===== src/isf_defs.svh =====
`ifndef ISF_DEFS_SVH
`define ISF_DEFS_SVH
// Functional notes
// status bit 15 reads zero, writes ignored
// loopback mode forces slave direction flag low
// direction flag high only as slave-transmitter
// start or stop clears direction flag
// writing one clears direction flag
// receiver sending nack sets nack flag
// writing one to bit 13 clears nack
// run low or reset clears three flags
// start on bus sets busy flag
// clock low with run low sets busy
// stop on bus clears busy flag
// writing one to bit 12 clears busy
// start request while busy means restart
// new word before old read sets overrun
// overrun holds data, shift keeps overwriting
// reading receive data clears overrun
// writing zero leaves status bits unchanged
// hardware set beats software clear
`define ISF_OFS_MASK 6'h04
`define ISF_OFS_STATUS 6'h08
`define ISF_OFS_RXDATA 6'h18
`define ISF_OFS_MODE 6'h24
`define ISF_SLAVE_TX_DIRECTION_FLAG_BIT 14
`define ISF_NACK_BIT 13
`define ISF_BB_BIT 12
`define ISF_OVR_BIT 11
`define ISF_STT_BIT 13
`define ISF_RUN_BIT 5
`define ISF_DLB_BIT 3
`define ISF_MASK_RST 16'h0000
`define ISF_MODE_RST 16'h0000
`define ISF_FLAG_RST 1'b0
`endif


===== src/isf_pkg.sv =====
package isf_pkg;
  typedef logic [15:0] isf_word_type;
  typedef enum logic [1:0] {
    ISF_OKAY = 2'b00,
    ISF_SLVERR = 2'b10
  } isf_resp_type;
  typedef enum logic {
    ISF_RD_IDLE = 1'b0,
    ISF_RD_RESP = 1'b1
  } isf_rd_state_type;
endpackage


===== src/isf_reg_if.sv =====
`timescale 1ns/10ps
interface isf_reg_if;
  logic wr_en;
  logic [5:0] wr_addr;
  logic [31:0] wr_data;
  logic [3:0] wr_strb;
  logic wr_err;
  logic rd_en;
  logic [5:0] rd_addr;
  logic [31:0] rd_data;
  logic rd_err;
  modport bus(output wr_en, wr_addr, wr_data, wr_strb, rd_en, rd_addr,
    input wr_err, rd_data, rd_err);
  modport core(input wr_en, wr_addr, wr_data, wr_strb, rd_en, rd_addr,
    output wr_err, rd_data, rd_err);
endinterface


===== src/isf_status_flags.sv =====
// Chosen here: the AXI4-Lite interface to the registers and the register addresses.
`timescale 1ns/10ps
`include "isf_defs.svh"
module isf_status_flags import isf_pkg::*; (
  input wire logic aclk,
  input wire logic aresetn,
  input wire logic [5:0] s_axi_awaddr,
  input wire logic s_axi_awvalid,
  output logic s_axi_awready,
  input wire logic [31:0] s_axi_wdata,
  input wire logic [3:0] s_axi_wstrb,
  input wire logic s_axi_wvalid,
  output logic s_axi_wready,
  output logic [1:0] s_axi_bresp,
  output logic s_axi_bvalid,
  input wire logic s_axi_bready,
  input wire logic [5:0] s_axi_araddr,
  input wire logic s_axi_arvalid,
  output logic s_axi_arready,
  output logic [31:0] s_axi_rdata,
  output logic [1:0] s_axi_rresp,
  output logic s_axi_rvalid,
  input wire logic s_axi_rready,
  input wire logic scl_in,
  input wire logic start_det,
  input wire logic stop_det,
  input wire logic slave_tx_active,
  input wire logic receiver_mode,
  input wire logic nack_driven,
  input wire logic rx_bit_valid,
  input wire logic rx_bit,
  output logic start_request,
  output logic repeated_start,
  output logic peripheral_run,
  output logic loopback_mode,
  output logic irq
);
  // ****************************************
  // bus slave
  // ****************************************
  isf_reg_if regs();

  isf_axil_slave u_axil (
    .aclk(aclk),
    .aresetn(aresetn),
    .awaddr(s_axi_awaddr),
    .awvalid(s_axi_awvalid),
    .awready(s_axi_awready),
    .wdata(s_axi_wdata),
    .wstrb(s_axi_wstrb),
    .wvalid(s_axi_wvalid),
    .wready(s_axi_wready),
    .bresp(s_axi_bresp),
    .bvalid(s_axi_bvalid),
    .bready(s_axi_bready),
    .araddr(s_axi_araddr),
    .arvalid(s_axi_arvalid),
    .arready(s_axi_arready),
    .rdata(s_axi_rdata),
    .rresp(s_axi_rresp),
    .rvalid(s_axi_rvalid),
    .rready(s_axi_rready),
    .regs(regs)
  );

  // ****************************************
  // register decode
  // ****************************************
  logic wr_status, wr_mask, wr_mode, rd_rxdata;
  logic hi_lane, lo_lane;
  logic slave_tx_direction_flag_clr, nack_clr, bb_clr;

  assign hi_lane = regs.wr_strb[1];
  assign lo_lane = regs.wr_strb[0];
  assign wr_status = regs.wr_en && (regs.wr_addr == `ISF_OFS_STATUS);
  assign wr_mask = regs.wr_en && (regs.wr_addr == `ISF_OFS_MASK);
  assign wr_mode = regs.wr_en && (regs.wr_addr == `ISF_OFS_MODE);
  assign rd_rxdata = regs.rd_en && (regs.rd_addr == `ISF_OFS_RXDATA);
  // clears act only on a one in an enabled lane; zeros change nothing
  assign slave_tx_direction_flag_clr = wr_status && hi_lane
    && regs.wr_data[`ISF_SLAVE_TX_DIRECTION_FLAG_BIT];
  assign nack_clr = wr_status && hi_lane
    && regs.wr_data[`ISF_NACK_BIT];
  assign bb_clr = wr_status && hi_lane
    && regs.wr_data[`ISF_BB_BIT];

  always_comb begin
    regs.wr_err = !(regs.wr_addr == `ISF_OFS_STATUS
      || regs.wr_addr == `ISF_OFS_MASK
      || regs.wr_addr == `ISF_OFS_MODE);
  end

  // ****************************************
  // mode and mask registers
  // ****************************************
  isf_word_type mask, next_mask;
  logic start_request_bit, next_stt, next_run, next_dlb;
  localparam isf_word_type mode_rst_word = `ISF_MODE_RST;

  always_comb begin
    next_mask = mask;
    next_run = peripheral_run;
    next_dlb = loopback_mode;
    next_stt = start_request_bit;
    if (wr_mask && lo_lane) begin
      next_mask[7:0] = regs.wr_data[7:0];
    end
    if (wr_mask && hi_lane) begin
      next_mask[15:8] = regs.wr_data[15:8];
    end
    if (start_det) begin
      next_stt = 1'b0;
    end
    if (wr_mode && lo_lane) begin
      next_run = regs.wr_data[`ISF_RUN_BIT];
      next_dlb = regs.wr_data[`ISF_DLB_BIT];
    end
    if (wr_mode && hi_lane && regs.wr_data[`ISF_STT_BIT]) begin
      next_stt = 1'b1;
    end
  end

  always_ff @(posedge aclk) begin
    if (!aresetn) begin
      mask <= `ISF_MASK_RST;
      peripheral_run <= mode_rst_word[`ISF_RUN_BIT];
      loopback_mode <= mode_rst_word[`ISF_DLB_BIT];
      start_request_bit <= mode_rst_word[`ISF_STT_BIT];
    end else begin
      mask <= next_mask;
      peripheral_run <= next_run;
      loopback_mode <= next_dlb;
      start_request_bit <= next_stt;
    end
  end

  assign start_request = start_request_bit;
  // a request made while the bus is held becomes a restart
  assign repeated_start = start_request_bit && bb;

  // ****************************************
  // status flags
  // ****************************************
  logic slave_tx_direction_flag, nack, bb, ovr, prst, nack_set, bb_set;
  logic next_slave_tx_direction_flag, next_nack, next_bb;
  logic [7:0] rx_data;

  // run low is the peripheral reset
  assign prst = !peripheral_run;
  assign nack_set = nack_driven && receiver_mode;
  // with run low nobody drives the clock; held low still means busy
  assign bb_set = start_det || (prst && !scl_in);

  always_comb begin
    next_slave_tx_direction_flag = slave_tx_direction_flag;
    if (start_det || stop_det || slave_tx_direction_flag_clr) begin
      next_slave_tx_direction_flag = 1'b0;
    end
    if (slave_tx_active) begin
      next_slave_tx_direction_flag = 1'b1;
    end
    if (loopback_mode) begin
      next_slave_tx_direction_flag = 1'b0;
    end
  end

  always_comb begin
    next_nack = nack;
    if (nack_clr || prst) begin
      next_nack = 1'b0;
    end
    if (nack_set) begin
      next_nack = 1'b1;
    end
  end

  always_comb begin
    next_bb = bb;
    if (stop_det || bb_clr || prst) begin
      next_bb = 1'b0;
    end
    if (bb_set) begin
      next_bb = 1'b1;
    end
  end

  always_ff @(posedge aclk) begin
    if (!aresetn) begin
      slave_tx_direction_flag <= `ISF_FLAG_RST;
      nack <= `ISF_FLAG_RST;
      bb <= `ISF_FLAG_RST;
    end else begin
      slave_tx_direction_flag <= next_slave_tx_direction_flag;
      nack <= next_nack;
      bb <= next_bb;
    end
  end

  isf_rx_path u_rx (
    .aclk(aclk),
    .aresetn(aresetn),
    .clear(prst),
    .bit_valid(rx_bit_valid),
    .bit_in(rx_bit),
    .data_read(rd_rxdata),
    .rx_data(rx_data),
    .overrun(ovr)
  );

  // ****************************************
  // read mux and interrupt
  // ****************************************
  isf_word_type status_word, mode_word;

  always_comb begin
    status_word = 16'h0000;
    status_word[`ISF_SLAVE_TX_DIRECTION_FLAG_BIT] = slave_tx_direction_flag;
    status_word[`ISF_NACK_BIT] = nack;
    status_word[`ISF_BB_BIT] = bb;
    status_word[`ISF_OVR_BIT] = ovr;
    mode_word = 16'h0000;
    mode_word[`ISF_RUN_BIT] = peripheral_run;
    mode_word[`ISF_DLB_BIT] = loopback_mode;
    mode_word[`ISF_STT_BIT] = start_request_bit;
  end

  always_comb begin
    regs.rd_err = 1'b0;
    regs.rd_data = 32'h0000_0000;
    unique case (regs.rd_addr)
      `ISF_OFS_STATUS: regs.rd_data = {16'h0000, status_word};
      `ISF_OFS_MASK: regs.rd_data = {16'h0000, mask};
      `ISF_OFS_MODE: regs.rd_data = {16'h0000, mode_word};
      `ISF_OFS_RXDATA: regs.rd_data = {24'h00_0000, rx_data};
      default: regs.rd_err = 1'b1;
    endcase
  end

  // level output: stays high until the flag is cleared or masked
  assign irq = |(status_word & mask);
endmodule // isf_status_flags


===== src/isf_axil_slave.sv =====
`timescale 1ns/10ps
module isf_axil_slave import isf_pkg::*; (
  input wire logic aclk,
  input wire logic aresetn,
  input wire logic [5:0] awaddr,
  input wire logic awvalid,
  output logic awready,
  input wire logic [31:0] wdata,
  input wire logic [3:0] wstrb,
  input wire logic wvalid,
  output logic wready,
  output logic [1:0] bresp,
  output logic bvalid,
  input wire logic bready,
  input wire logic [5:0] araddr,
  input wire logic arvalid,
  output logic arready,
  output logic [31:0] rdata,
  output logic [1:0] rresp,
  output logic rvalid,
  input wire logic rready,
  isf_reg_if.bus regs
);
  logic aw_full, w_full, next_aw_full, next_w_full, next_bvalid;
  logic [5:0] aw_addr, next_aw_addr;
  logic [31:0] w_data, next_w_data, next_rdata;
  logic [3:0] w_strb, next_w_strb;
  logic [1:0] next_bresp, next_rresp;
  isf_rd_state_type rd_state, next_rd_state;

  // address and data may arrive in either order; held until both are in
  assign awready = !aw_full && !bvalid;
  assign wready = !w_full && !bvalid;
  assign regs.wr_en = aw_full && w_full && !bvalid;
  assign regs.wr_addr = aw_addr;
  assign regs.wr_data = w_data;
  assign regs.wr_strb = w_strb;
  assign arready = (rd_state == ISF_RD_IDLE);
  assign regs.rd_en = arvalid && arready;
  assign regs.rd_addr = araddr;
  assign rvalid = (rd_state == ISF_RD_RESP);

  always_comb begin
    next_aw_full = aw_full;
    next_aw_addr = aw_addr;
    next_w_full = w_full;
    next_w_data = w_data;
    next_w_strb = w_strb;
    next_bvalid = bvalid;
    next_bresp = bresp;
    next_rd_state = rd_state;
    next_rdata = rdata;
    next_rresp = rresp;
    if (awvalid && awready) begin
      next_aw_full = 1'b1;
      next_aw_addr = awaddr;
    end
    if (wvalid && wready) begin
      next_w_full = 1'b1;
      next_w_data = wdata;
      next_w_strb = wstrb;
    end
    if (regs.wr_en) begin
      next_aw_full = 1'b0;
      next_w_full = 1'b0;
      next_bvalid = 1'b1;
      next_bresp = regs.wr_err ? ISF_SLVERR : ISF_OKAY;
    end else if (bvalid && bready) begin
      next_bvalid = 1'b0;
    end
    unique case (rd_state)
      ISF_RD_IDLE: begin
        if (arvalid) begin
          next_rd_state = ISF_RD_RESP;
          next_rdata = regs.rd_data;
          next_rresp = regs.rd_err ? ISF_SLVERR : ISF_OKAY;
        end
      end
      ISF_RD_RESP: begin
        if (rready) begin
          next_rd_state = ISF_RD_IDLE;
        end
      end
    endcase
  end

  always_ff @(posedge aclk) begin
    if (!aresetn) begin
      aw_full <= 1'b0;
      aw_addr <= 6'h00;
      w_full <= 1'b0;
      w_data <= 32'h0000_0000;
      w_strb <= 4'h0;
      bvalid <= 1'b0;
      bresp <= 2'h0;
      rd_state <= ISF_RD_IDLE;
      rdata <= 32'h0000_0000;
      rresp <= 2'h0;
    end else begin
      aw_full <= next_aw_full;
      aw_addr <= next_aw_addr;
      w_full <= next_w_full;
      w_data <= next_w_data;
      w_strb <= next_w_strb;
      bvalid <= next_bvalid;
      bresp <= next_bresp;
      rd_state <= next_rd_state;
      rdata <= next_rdata;
      rresp <= next_rresp;
    end
  end
endmodule // isf_axil_slave


===== src/isf_rx_path.sv =====
`timescale 1ns/10ps
module isf_rx_path (
  input wire logic aclk,
  input wire logic aresetn,
  input wire logic clear,
  input wire logic bit_valid,
  input wire logic bit_in,
  input wire logic data_read,
  output logic [7:0] rx_data,
  output logic overrun
);
  logic [2:0] cnt, next_cnt;
  logic [7:0] shift, next_shift, next_rx_data, shifted;
  logic full, pend, next_full, next_pend, next_overrun, word_done;

  assign shifted = {shift[6:0], bit_in};
  assign word_done = bit_valid && (cnt == 3'h7);

  always_comb begin
    next_cnt = cnt;
    next_shift = shift;
    next_rx_data = rx_data;
    next_full = full;
    next_pend = pend;
    next_overrun = overrun;
    if (bit_valid) begin
      // bits keep landing in the shift register even during overrun
      next_shift = shifted;
      next_cnt = cnt + 3'h1;
    end
    if (data_read) begin
      next_full = 1'b0;
      next_overrun = 1'b0;
      if (pend) begin
        next_rx_data = shift;
        next_full = 1'b1;
        next_pend = 1'b0;
      end
    end
    if (word_done) begin
      if (full && !data_read) begin
        next_overrun = 1'b1;
        next_pend = 1'b1;
      end else begin
        next_rx_data = shifted;
        next_full = 1'b1;
        next_pend = 1'b0;
      end
    end
    if (clear) begin
      next_cnt = 3'h0;
      next_full = 1'b0;
      next_pend = 1'b0;
      next_overrun = 1'b0;
    end
  end

  always_ff @(posedge aclk) begin
    if (!aresetn) begin
      cnt <= 3'h0;
      shift <= 8'h00;
      rx_data <= 8'h00;
      full <= 1'b0;
      pend <= 1'b0;
      overrun <= 1'b0;
    end else begin
      cnt <= next_cnt;
      shift <= next_shift;
      rx_data <= next_rx_data;
      full <= next_full;
      pend <= next_pend;
      overrun <= next_overrun;
    end
  end
endmodule // isf_rx_path


===== config.mk =====
export PLATFORM = sky130hd
export DESIGN_NAME = isf_status_flags
export DESIGN_NICKNAME = d
export VERILOG_FILES = /design/src/isf_pkg.sv /design/src/isf_reg_if.sv /design/src/isf_status_flags.sv /design/src/isf_axil_slave.sv /design/src/isf_rx_path.sv
export VERILOG_INCLUDE_DIRS = /design/src /design/src/src
export SDC_FILE = /design/constraint.sdc
export NUM_CORES = 1
export LEC_CHECK = 0
export ABC_CLOCK_PERIOD_IN_PS = 2000
export BUFFER_PORTS_ARGS = -buffer_cell sky130_fd_sc_hd__buf_4
export CELL_PAD_IN_SITES_DETAIL_PLACEMENT = 1
export CELL_PAD_IN_SITES_GLOBAL_PLACEMENT = 2
export CORE_ASPECT_RATIO = 0.7
export CORE_MARGIN = 2
export CORE_UTILIZATION = 30
export CTS_CLUSTER_SIZE = 30
export DETAILED_ROUTE_END_ITERATION = 16
export PLACE_DENSITY = 0.83
export SKIP_LAST_GASP = 1
export SLEW_MARGIN = 5
export SYNTH_ARGS = -nofsm -noshare
export SYNTH_HDL_FRONTEND = slang
export SYNTH_SLANG_ARGS = --single-unit

===== constraint.sdc =====
create_clock -name aclk -period 2 [get_ports aclk]
set_input_delay 0.2 -clock aclk [delete_from_list [all_inputs] [get_ports aclk]]
set_output_delay 0.2 -clock aclk [all_outputs]
set_load 0.005 [all_outputs]

==> metrics.txt, run 1 <==
Hold Path Class input pin to flop; Clk pin slew, worst setup/hold paths 0.06 ns; GRT Overall Usage 15.84%; Placed Instances 667; setup_tns 0 ns; # IOs 109; worst-path fanout max 4; H-tree depth 3; Die ar. 0.01412 sq mm; Crit path top cell by count ha_1; Clk pwr share between 40% and 50%; final worst-path cycle share around 94%; RePlAce Congestion ~0.81; pins over their slew limit 0; total iterations of the first detailed-routing run 6; Crit Path Class flop to flop; setup ws final roughly 0.11 ns; CP max stage cell dfxtp_1; syn avg cell area slightly below 9 sq um; DR DRC count 0; number of flops mapped to enable cells by yosys 0; final core occ 37.96%; root buffer selected by CTS clkbuf_16; commonest non-fill, non-tap cell in the layout dfxtp_1; Area growth syn-to-layout 24.91%; clk buf depth 2; worst path bufs/invs 1; Die X-Extent 141.2 um; status complete, no violations; most frequent cells in the layout dfxtp_1 (90), buf_4 (87), nand2_1 (72); ordered cell list for the critical path ha_1, ha_1, a21boi_1, nand4_1, buf_4, or2_2, o2111a_1; post-route ant nets 0; antenna violations before repair 0; FP Rows 35; Worst Setup End Kind flop; Mapped Cells 442; Worst Skew 0.007527 ns; # Max-Cap Violations 0; Clock Latency Late Sink around 0.34 ns; cell area after synthesis 0.003953 sq mm; Slew HR 58.26%; total grt overflow 0; NetSw approximately 0.9 mW; Detailed Route WL 10990 um; worst slew pin tran about 0.62 ns; Die Y-Extent 100.0 um; #FFs+latches synth 90; arrival time worst endpoint 2.12 ns; Max Freq 0.5301 GHz; crit start category flop; PwrDens 784.8 mW/mm^2; minimum clock period between 1.5 and 2 ns; CTS Buf Count 9; Pint 2.971 mW; number of setup violations in the final report 0; Post-DP HPWL just over 8000 um; Yosys Warn Count 0; DRT iter0 DRCs 134; worst endpoint required time 2.24 ns; CORE AREA 0.01301 sq mm; vias in the first global route 3324; Routed WL per cell 16.04 um; CP max stage delay ~0.34 ns; fraction of registers with async set/reset 0%; largest net degree at the start of global routing 44; Net Sw Frac between 20% and 30%; initial core utilization slightly above 30%; RSZ-0062 raised after global routing yes; most common flop cell mapped by yosys dfxtp_1; register share of total power between 40 and 50%; PortBufs 72; first-pass GRT wire length 17420 um; clock sinks 90; pre-CTS WS -0.03232 ns; routed via count 3304; WHS 0.09468 ns; final non-filler cell total 685; # diodes 0; CP top delay family adder cells; CTS Hold Bufs 0; TritonCTS clock tree yes; layout cell share with drive strength beyond 1 22.16%; Leak 1.933 nW; sequential share of the synthesized area 45.58%; vias per cell 4.823; Hold Fails Final Rpt 0; worst vdd ir 0.4393 mV; combinational power share 8.8%; Synth cell types 47; Final #Nets 579
==> cells in the mapped netlist, types with 2 or more instances <==
library cell	instances	area, sq um
nor2b_1	24	150.1
or3_1	4	25.02
or3b_2	2	17.52
and3_1	2	12.51
inv_1	4	15.01
buf_2	2	10.01
a21boi_0	24	180.2
a211oi_1	4	30.03
nor2_1	16	60.06
nor3_1	12	60.06
nand3_1	16	80.08
or2_2	5	31.28
o31a_1	4	35.03
buf_4	18	135.1
dfxtp_1	90	1802
nor3b_1	2	15.01
o2111a_1	4	45.04
mux2i_1	29	290.3
nor4_1	6	37.54
a2bb2oi_1	2	17.52
nand2_1	72	270.3
a21oi_1	6	30.03
clkbuf_1	18	67.56
a32oi_1	3	26.28
o21ai_0	26	130.1
a22oi_1	8	60.06
nand2b_1	4	25.02
a31o_2	2	17.52
ha_1	2	25.02
buf_1	5	18.77
o211a_1	3	30.03
nor4_4	2	42.54
and2_1	7	43.79
==> state kept, by name, indices dropped and copies added, names as in the netlist, 2 cells and up <==
signal and flops:
u_rx.rx_data 8, u_axil.regs.wr_strb 2, u_rx.cnt 3, u_axil.rdata 16
mask 16, u_axil.regs.wr_addr 6, u_axil.regs.wr_data 16, u_rx.shift 8
==> area by class of cell <==
class	instances	area (sq um)
fillers	1532	8069
multi-input cells	321	1959
flip-flops and latches	90	1802
repair buffers	88	673.1
clock buffers	13	240.2
well taps	166	207.7
clock inverters	3	40.04
inverters	4	15.01
==> worst paths after layout <==
kind / from / endpoint / slack, ns / cells after the start
max reg2reg: u_rx.cnt[0]$_SDFFE_PN0P_ / u_rx.rx_data[5]$_SDFF_PN0_ / 0.11 / 7
max: u_rx.cnt[0]$_SDFFE_PN0P_ / u_rx.rx_data[5]$_SDFF_PN0_ / 0.11 / 7
min: receiver_mode / nack$_SDFFE_PN0P_ / 0.09 / 2
min reg2reg: mask[5]$_SDFFE_PN0P_ / mask[5]$_SDFFE_PN0P_ / 0.46 / 2
==> layer usage <==
metal  part of all wire (%)  GRT usage, %  wire [um]  vias up
li1                       -             -          -     1646
met1                     53         22.89       5844     1577
met2                     43         23.82       4674       75
met3                    3.7         3.817        408        6
met4                   0.54         3.923         59        0
met5                      0             0          0        -
==> power groups by stage <==
stage               Clock (mW)  Sequential, mW  Combinational [mW]
detailed placement           0            1.92               0.344
finish                    1.65            1.88               0.340
global route              1.76            1.89               0.376
CTS                       1.68            1.88               0.345
global placement             0            1.92               0.332
floorplan                    0            1.91               0.221
==> repair_timing <==
action                     4_1_cts  5_1_grt
setup endpoints to repair        4        8
buffers inserted                 2        0
resized for setup                0        2
pin swaps                        1        0
==> cells by family after synthesis <==
group,share of synthesized area [%]
muxes,7.344
xor gates and xnor gates,0.2216
AOI/OAI and AO/OA,16.18
buffers and inverters,6.521
DFF,45.58
adders and majority gates,0.6330
other,0.09488
and+or+nand+nor,23.43
==> metrics by stage <==
step / cell area [sq um] / power [mW]
after floorplan: 4016 / 2.131
after global placement: 4639 / 2.254
after detailed placement: 4639 / 2.268
after CTS: 4935 / 3.909
after global routing: 4937 / 4.028
final: 4937 / 3.875
No activity file was read; power rests on OpenSTA's default activity.
==> run 2, diff against run 1 <==
Settings changed: BUFFER_PORTS_ARGS -buffer_cell sky130_fd_sc_hd__buf_4 to not set, CORE_MARGIN 2 to 10, CORE_UTILIZATION 30 to 37, DONT_BUFFER_PORTS set to 1, PLACE_DENSITY 0.83 to 0.84.
==> run 2 against run 1 <==
- critical path depth fell by 1
- utilization grew 4.9 points
- combinational power fell by 29%
- die area grew 8.2%
- maximum frequency grew 1.8%
- non-clock buffer count is 62 lower
- clock skew up 0.0012 ns
- worst setup slack better by 0.034 ns
- sequential cell count unchanged
- register-to-register slack improved by 0.03 ns
- highest routed layer unchanged
==> metrics.txt, run 2 (synthesis results as in run 1) <==
status complete, no violations; Area growth syn-to-layout 12.66%; largest net degree at the start of global routing 75; final worst-path cycle share 92.62%; Placed Instances 559; Hold Fails Final Rpt 0; first-pass GRT wire length 17380 um; Die Y-Extent 106.5 um; Slew HR between 60 and 70%; worst endpoint required time between 2 and 2.5 ns; routed wl met3 888 um; DRT iter0 DRCs 176; RePlAce Congestion 0.8011; TritonCTS clock tree yes; pre-CTS WS 0.02145 ns; total iterations of the first detailed-routing run 4; pins over their slew limit 0; Hold Path Class input pin to flop; Top Layer Used met4; clk buf depth 2; # diodes 0; Die X-Extent 143.5 um; root buffer selected by CTS clkbuf_16; Routed WL per cell 18.65 um; DR DRC count 0; Detailed Route WL 10980 um; Die ar. 0.01528 sq mm; WHS 0.007814 ns; Final #Nets roughly 520; most frequent cells in the layout dfxtp_1 (90), nand2_1 (72), mux2i_1 (29); Layout fillers approximately 1.2k; number of setup violations in the final report 0; CORE AREA 0.01040 sq mm; worst r2r src u_rx.cnt[0]$_SDFFE_PN0P_; r2r setup slk 0.15 ns; met2 wire len between 5000 and 6000 um; setup_tns 0 ns; routed via count 3085; crit start category flop; initial core utilization about two fifths; worst vdd ir 0.4881 mV; post-layout instance area between 0.004 and 0.005 sq mm; Clock Latency Late Sink 0.34 ns; Leak roughly 1.6 nW; vias in the first global route 3177; final non-filler cell total 589; # Max-Cap Violations 0; arrival time worst endpoint ~2.1 ns; minimum clock period 1.852 ns; crit path capture u_rx.rx_data[0]$_SDFF_PN0_; # IOs 109; PwrDens about 850 mW/mm^2; Setup crit start u_rx.cnt[0]$_SDFFE_PN0P_; layout cell share with drive strength beyond 1 9.190%; final core occ 42.84%; DP Area 0.004029 sq mm; worst-path fanout max 8; Worst Setup End Kind flop; post-route ant nets 0; Max Freq 0.5398 GHz; commonest non-fill, non-tap cell in the layout dfxtp_1; reg2reg end u_rx.rx_data[0]$_SDFF_PN0_; clock sinks 90; CTS Buf Count 9; Crit Path Class flop to flop; antenna violations before repair 0; FP Rows 31; Worst Skew 0.008745 ns; Post-DP HPWL around 8000 um; PortBufs 0; reg2reg path depth 6; Metal-1 WL around 5000 um; worst slew pin tran 0.5530 ns; setup ws final approximately 0.15 ns; total chip power 3.774 mW; Clk pin slew, worst setup/hold paths 0.06 ns; H-tree depth 3; vias per cell roughly 5.2; GRT Overall Usage approximately 14%; RSZ-0062 raised after global routing no; total grt overflow 0
-- run 2: worst min-delay path by stage --
| stage | start | end | slack [ns] | cells past startpoint |
|---|---|---|---|---|
| after floorplan | s_axi_wdata[15] | u_axil.regs.wr_data[15]$_SDFFE_PN0P_ | 0.34 | 2 |
| final | s_axi_wdata[12] | u_axil.regs.wr_data[12]$_SDFFE_PN0P_ | 0.008 | 2 |
| after global placement | aresetn | u_rx.shift[2]$_SDFFE_PN0P_ | 0.34 | 1 |
| after CTS | s_axi_wdata[2] | u_axil.regs.wr_data[2]$_SDFFE_PN0P_ | 0.001 | 2 |
| after global routing | s_axi_wdata[12] | u_axil.regs.wr_data[12]$_SDFFE_PN0P_ | 0.002 | 2 |
| after detailed placement | aresetn | start_request$_SDFFE_PN0P_ | 0.35 | 1 |
-- run 2: power by group --
group	switching, mW	total, mW	internal [mW]
combinational	0.131	0.240	0.109
clock	0.691	1.65	0.959
sequential	0.0408	1.88	1.84
total	0.862	3.77	2.91
-- run 2: worst max-delay path, stage by stage (launching register included) --
cell	delay [ns]
dfxtp_1	0.35
ha_1	0.16
ha_1	0.19
nand2_1	0.18
nor2_1	0.48
nor3_1	0.09
nor4_1	0.30
-- run 2: layout make-up --
cell class                 instances  area, sq um  share of cell area (%)
clock buffer                      10        229.0                   5.142
clock inverter                     6        57.56                   1.292
inverter                           4        15.01                  0.3372
multi-input combinational        321         1957                   43.95
sequential                        90         1802                   40.46
tap                              132        165.2                   3.709
timing repair buffer              26        227.7                   5.114
-- run 2: layer usage --
layer  up-vias  track usage, %
met5         -               0
met1      1484           17.99
met3        10           5.780
met2        67           22.73
li1       1524               -
met4         0           3.706
-- run 2: repair_timing --
action                                  in CTS  in global routing
hold endpoints to repair                    19                  0
endpoints found under the setup margin       2                  1
hold buffers                                13                  0
buffers inserted                             1                  0
gates resized for setup                      0                  1
pin swaps                                    1                  0
==> run 3, diff against run 2 <==
Settings changed: ABC_AREA set to 1, CORE_UTILIZATION 37 to 34, PLACE_DENSITY 0.84 to 0.83.
==> run 3 against run 2 <==
- clock-buffer cell count is 5 higher
- clock power hardly changed
- critical path depth is 1 higher
- die area is 10% higher
- final cell count is 24% higher
- utilization is 4.6 points lower
- maximum frequency is 7.7% higher
- via count is 17% higher
- synthesized cell count is 29% higher
- first-iteration DRC count is 20% lower
- critical path type unchanged
- critical endpoint is now u_rx.rx_data[6]$_SDFF_PN0_
==> metrics.txt, run 3 <==
status complete, no violations; PortBufs 0; TritonCTS clock tree yes; GRT Overall Usage 15.20%; root buffer selected by CTS clkbuf_16; CTS Buf Count 9; Max Freq 0.5815 GHz; Worst Setup End Kind flop; H-tree depth 3; Leak 1.805 nW; PwrDens 867.7 mW/mm^2; Multi-input gate area 0.001886 sq mm; total grt overflow 0; worst vdd ir 0.4351 mV; cell area after synthesis 0.004086 sq mm; Seq. cell area 0.001802 sq mm; Post-Synth XOR/XNOR Area 0.2143%; mux share of post-synthesis cell area 0%; Synth cell types 31; RSZ-0062 raised after global routing no; most frequent cell after synthesis nand2_1; Mapped Cells 571; crit start category flop; Crit Path Class flop to flop; first-pass GRT wire length 20400 um; Detailed Route WL 12740 um; total chip power around 3.9 mW; largest family of logic cells by synthesized area simple AND/OR/NAND/NOR gates; Layout fillers between 1k and 1.5k; initial core utilization 34.85%; Hold Fails Final Rpt 0; # IOs 109; final core occ 38.19%; Post-Synth Adder-Cell Area less than 1%; Post-CTS Setup Inserts 0; final worst-path cycle share 85.98%; number of setup violations in the final report 0; RePlAce Congestion 0.7642; minimum clock period 1.720 ns; CORE AREA ~0.012 sq mm; Final #Nets 633; Clk pin slew, worst setup/hold paths roughly 0.060 ns; Area growth syn-to-layout 9.583%; largest net degree at the start of global routing 44; DR DRC count 0; Hold Path Class input pin to flop; total iterations of the first detailed-routing run 4; # Max-Cap Violations 0; post-synth top area share 44.09%; Slew HR about three fifths; setup_tns 0 ns; antenna violations before repair 1; worst slew pin tran roughly 0.58 ns; Placed Instances 708; worst-path fanout max 13; worst endpoint required time between 2 and 2.5 ns; DRT iter0 DRCs 141; post-synthesis compound-gate area fraction 14.18%; arrival time worst endpoint about 2 ns; #FFs+latches synth 90; fraction of registers with async set/reset 0%; commonest non-fill, non-tap cell in the layout nand2_1; Commonest cells post-synth nand2_1 (108), dfxtp_1 (90), nor2_1 (88); post-synth top area cell dfxtp_1; number of flops mapped to enable cells by yosys 0; syn avg cell area around 7.2 sq um; final non-filler cell total 731; Die Y-Extent 111.7 um; pins over their slew limit 0; clock sinks 90; Routed WL per cell 17.43 um; vias per cell 4.937; r2r setup slk 0.28 ns; FP Rows 33; post-route ant nets 0; Worst Skew 0.006869 ns; simple-gate share of the synthesized area 29.49%; Clock Latency Late Sink about 0.34 ns; Post-DP HPWL a little over 9000 um; most common flop cell mapped by yosys dfxtp_1; most frequent cells in the layout nand2_1 (108), dfxtp_1 (90), nor2_1 (88); sequential share of the synthesized area 44.09%; clk buf depth 2; top cells by area, synth dfxtp_1 (44%), nand2_1 (9.9%), nor2_1 (8.1%), o21ai_0 (7.6%), a21oi_1 (5.0%); WHS 0.009774 ns; layout cell share with drive strength beyond 1 under 10%; Die ar. 0.01687 sq mm; Yosys Warn Count 0; routed via count around 3.6k; Die X-Extent 151.0 um; vias in the first global route roughly 3.8k
## run 3: changes by cell type in the layout (fill, tap and decap cells not counted), sizes merged, moves of 7 or more
| cell | delta |
|---|---|
| a22oi | -8 |
| nand4 | +11 |
| nand3 | +22 |
| dlygate4sd3 | -8 |
| nand2 | +40 |
| a21boi | -24 |
| mux2i | -29 |
| and2 | -7 |
| o21ai | +41 |
| nor2b | -24 |
| inv | +46 |
| nor2 | +80 |
| a21oi | +36 |
## run 3: final timing paths
| kind | endpoint | start | depth (start not counted) |
|---|---|---|---|
| worst max-delay path | u_rx.rx_data[6]$_SDFF_PN0_ | u_axil.rvalid$_SDFF_PN0_ | 7 |
| worst min-delay path | u_rx.cnt[0]$_SDFFE_PN0P_ | rx_bit_valid | 2 |
| worst max register to register | u_rx.rx_data[6]$_SDFF_PN0_ | u_axil.rvalid$_SDFF_PN0_ | 7 |
| worst min register to register | u_axil.regs.wr_data[11]$_SDFFE_PN0P_ | u_axil.regs.wr_data[11]$_SDFFE_PN0P_ | 2 |
## run 3: per-stage QoR
| stage | cell area (sq um) | setup WS (ns) |
|---|---|---|
| 2_1_floorplan | 4150 | 0.6756 |
| 4_1_cts | 4476 | 0.2708 |
| 3_5_place_dp | 4120 | 0.2883 |
| 6_report | 4478 | 0.2803 |
| 5_1_grt | 4476 | 0.09100 |
| 3_3_place_gp | 4120 | 0.3326 |
## run 3: report_power, final
group	internal (mW)	switching (mW)	total (mW)	leakage, nW
Clock	0.947	0.696	1.64	0.136
Sequential	1.87	0.0582	1.93	0.735
Combinational	0.0915	0.222	0.313	0.934
Total	2.91	0.976	3.89	1.81
## run 3: routing by layer
| layer | vias up | share of wire (%) | track usage, % |
|---|---|---|---|
| met3 | 18 | 9.0 | 6.149 |
| met4 | 0 | 1.6 | 4.862 |
| li1 | 1810 | - | - |
| met2 | 90 | 42 | 22.27 |
| met5 | - | 0 | 0 |
| met1 | 1691 | 48 | 19.86 |
## run 3: cell type report
| cell class | instances | share of cell area (%) |
|---|---|---|
| well taps | 157 | 4.387 |
| repair buffers | 12 | 2.571 |
| clock buffers | 15 | 6.203 |
| diodes | 1 | 0.05588 |
| clock inverters | 1 | 0.1676 |
| flip-flops and latches | 90 | 40.23 |
| inverters | 51 | 4.275 |
| multi-input cells | 404 | 42.11 |
## run 3: critical path, cell delays in order (launching register included)
cell     delay [ns]
dfxtp_1        0.34
inv_1          0.13
nand2_2        0.19
inv_2          0.12
nand3_2        0.30
a21oi_4        0.41
nor2_1         0.07
nor2_1         0.10
## run 3: repair_timing
| item | CTS | global route |
|---|---|---|
| gates resized for setup | 0 | 0 |
| endpoints found under the hold margin | 48 | 0 |
| hold buffers | 6 | 0 |
## run 3: cells by family (layout without fill, tap and decap cells)
family          Yosys count  count (layout)
other cells               1              19
fa+ha+maj                 2               2
compound gates          112             112
flops                    90              90
simple gates            271             271
buf+inv                  94              79
xor+xnor                  1               1
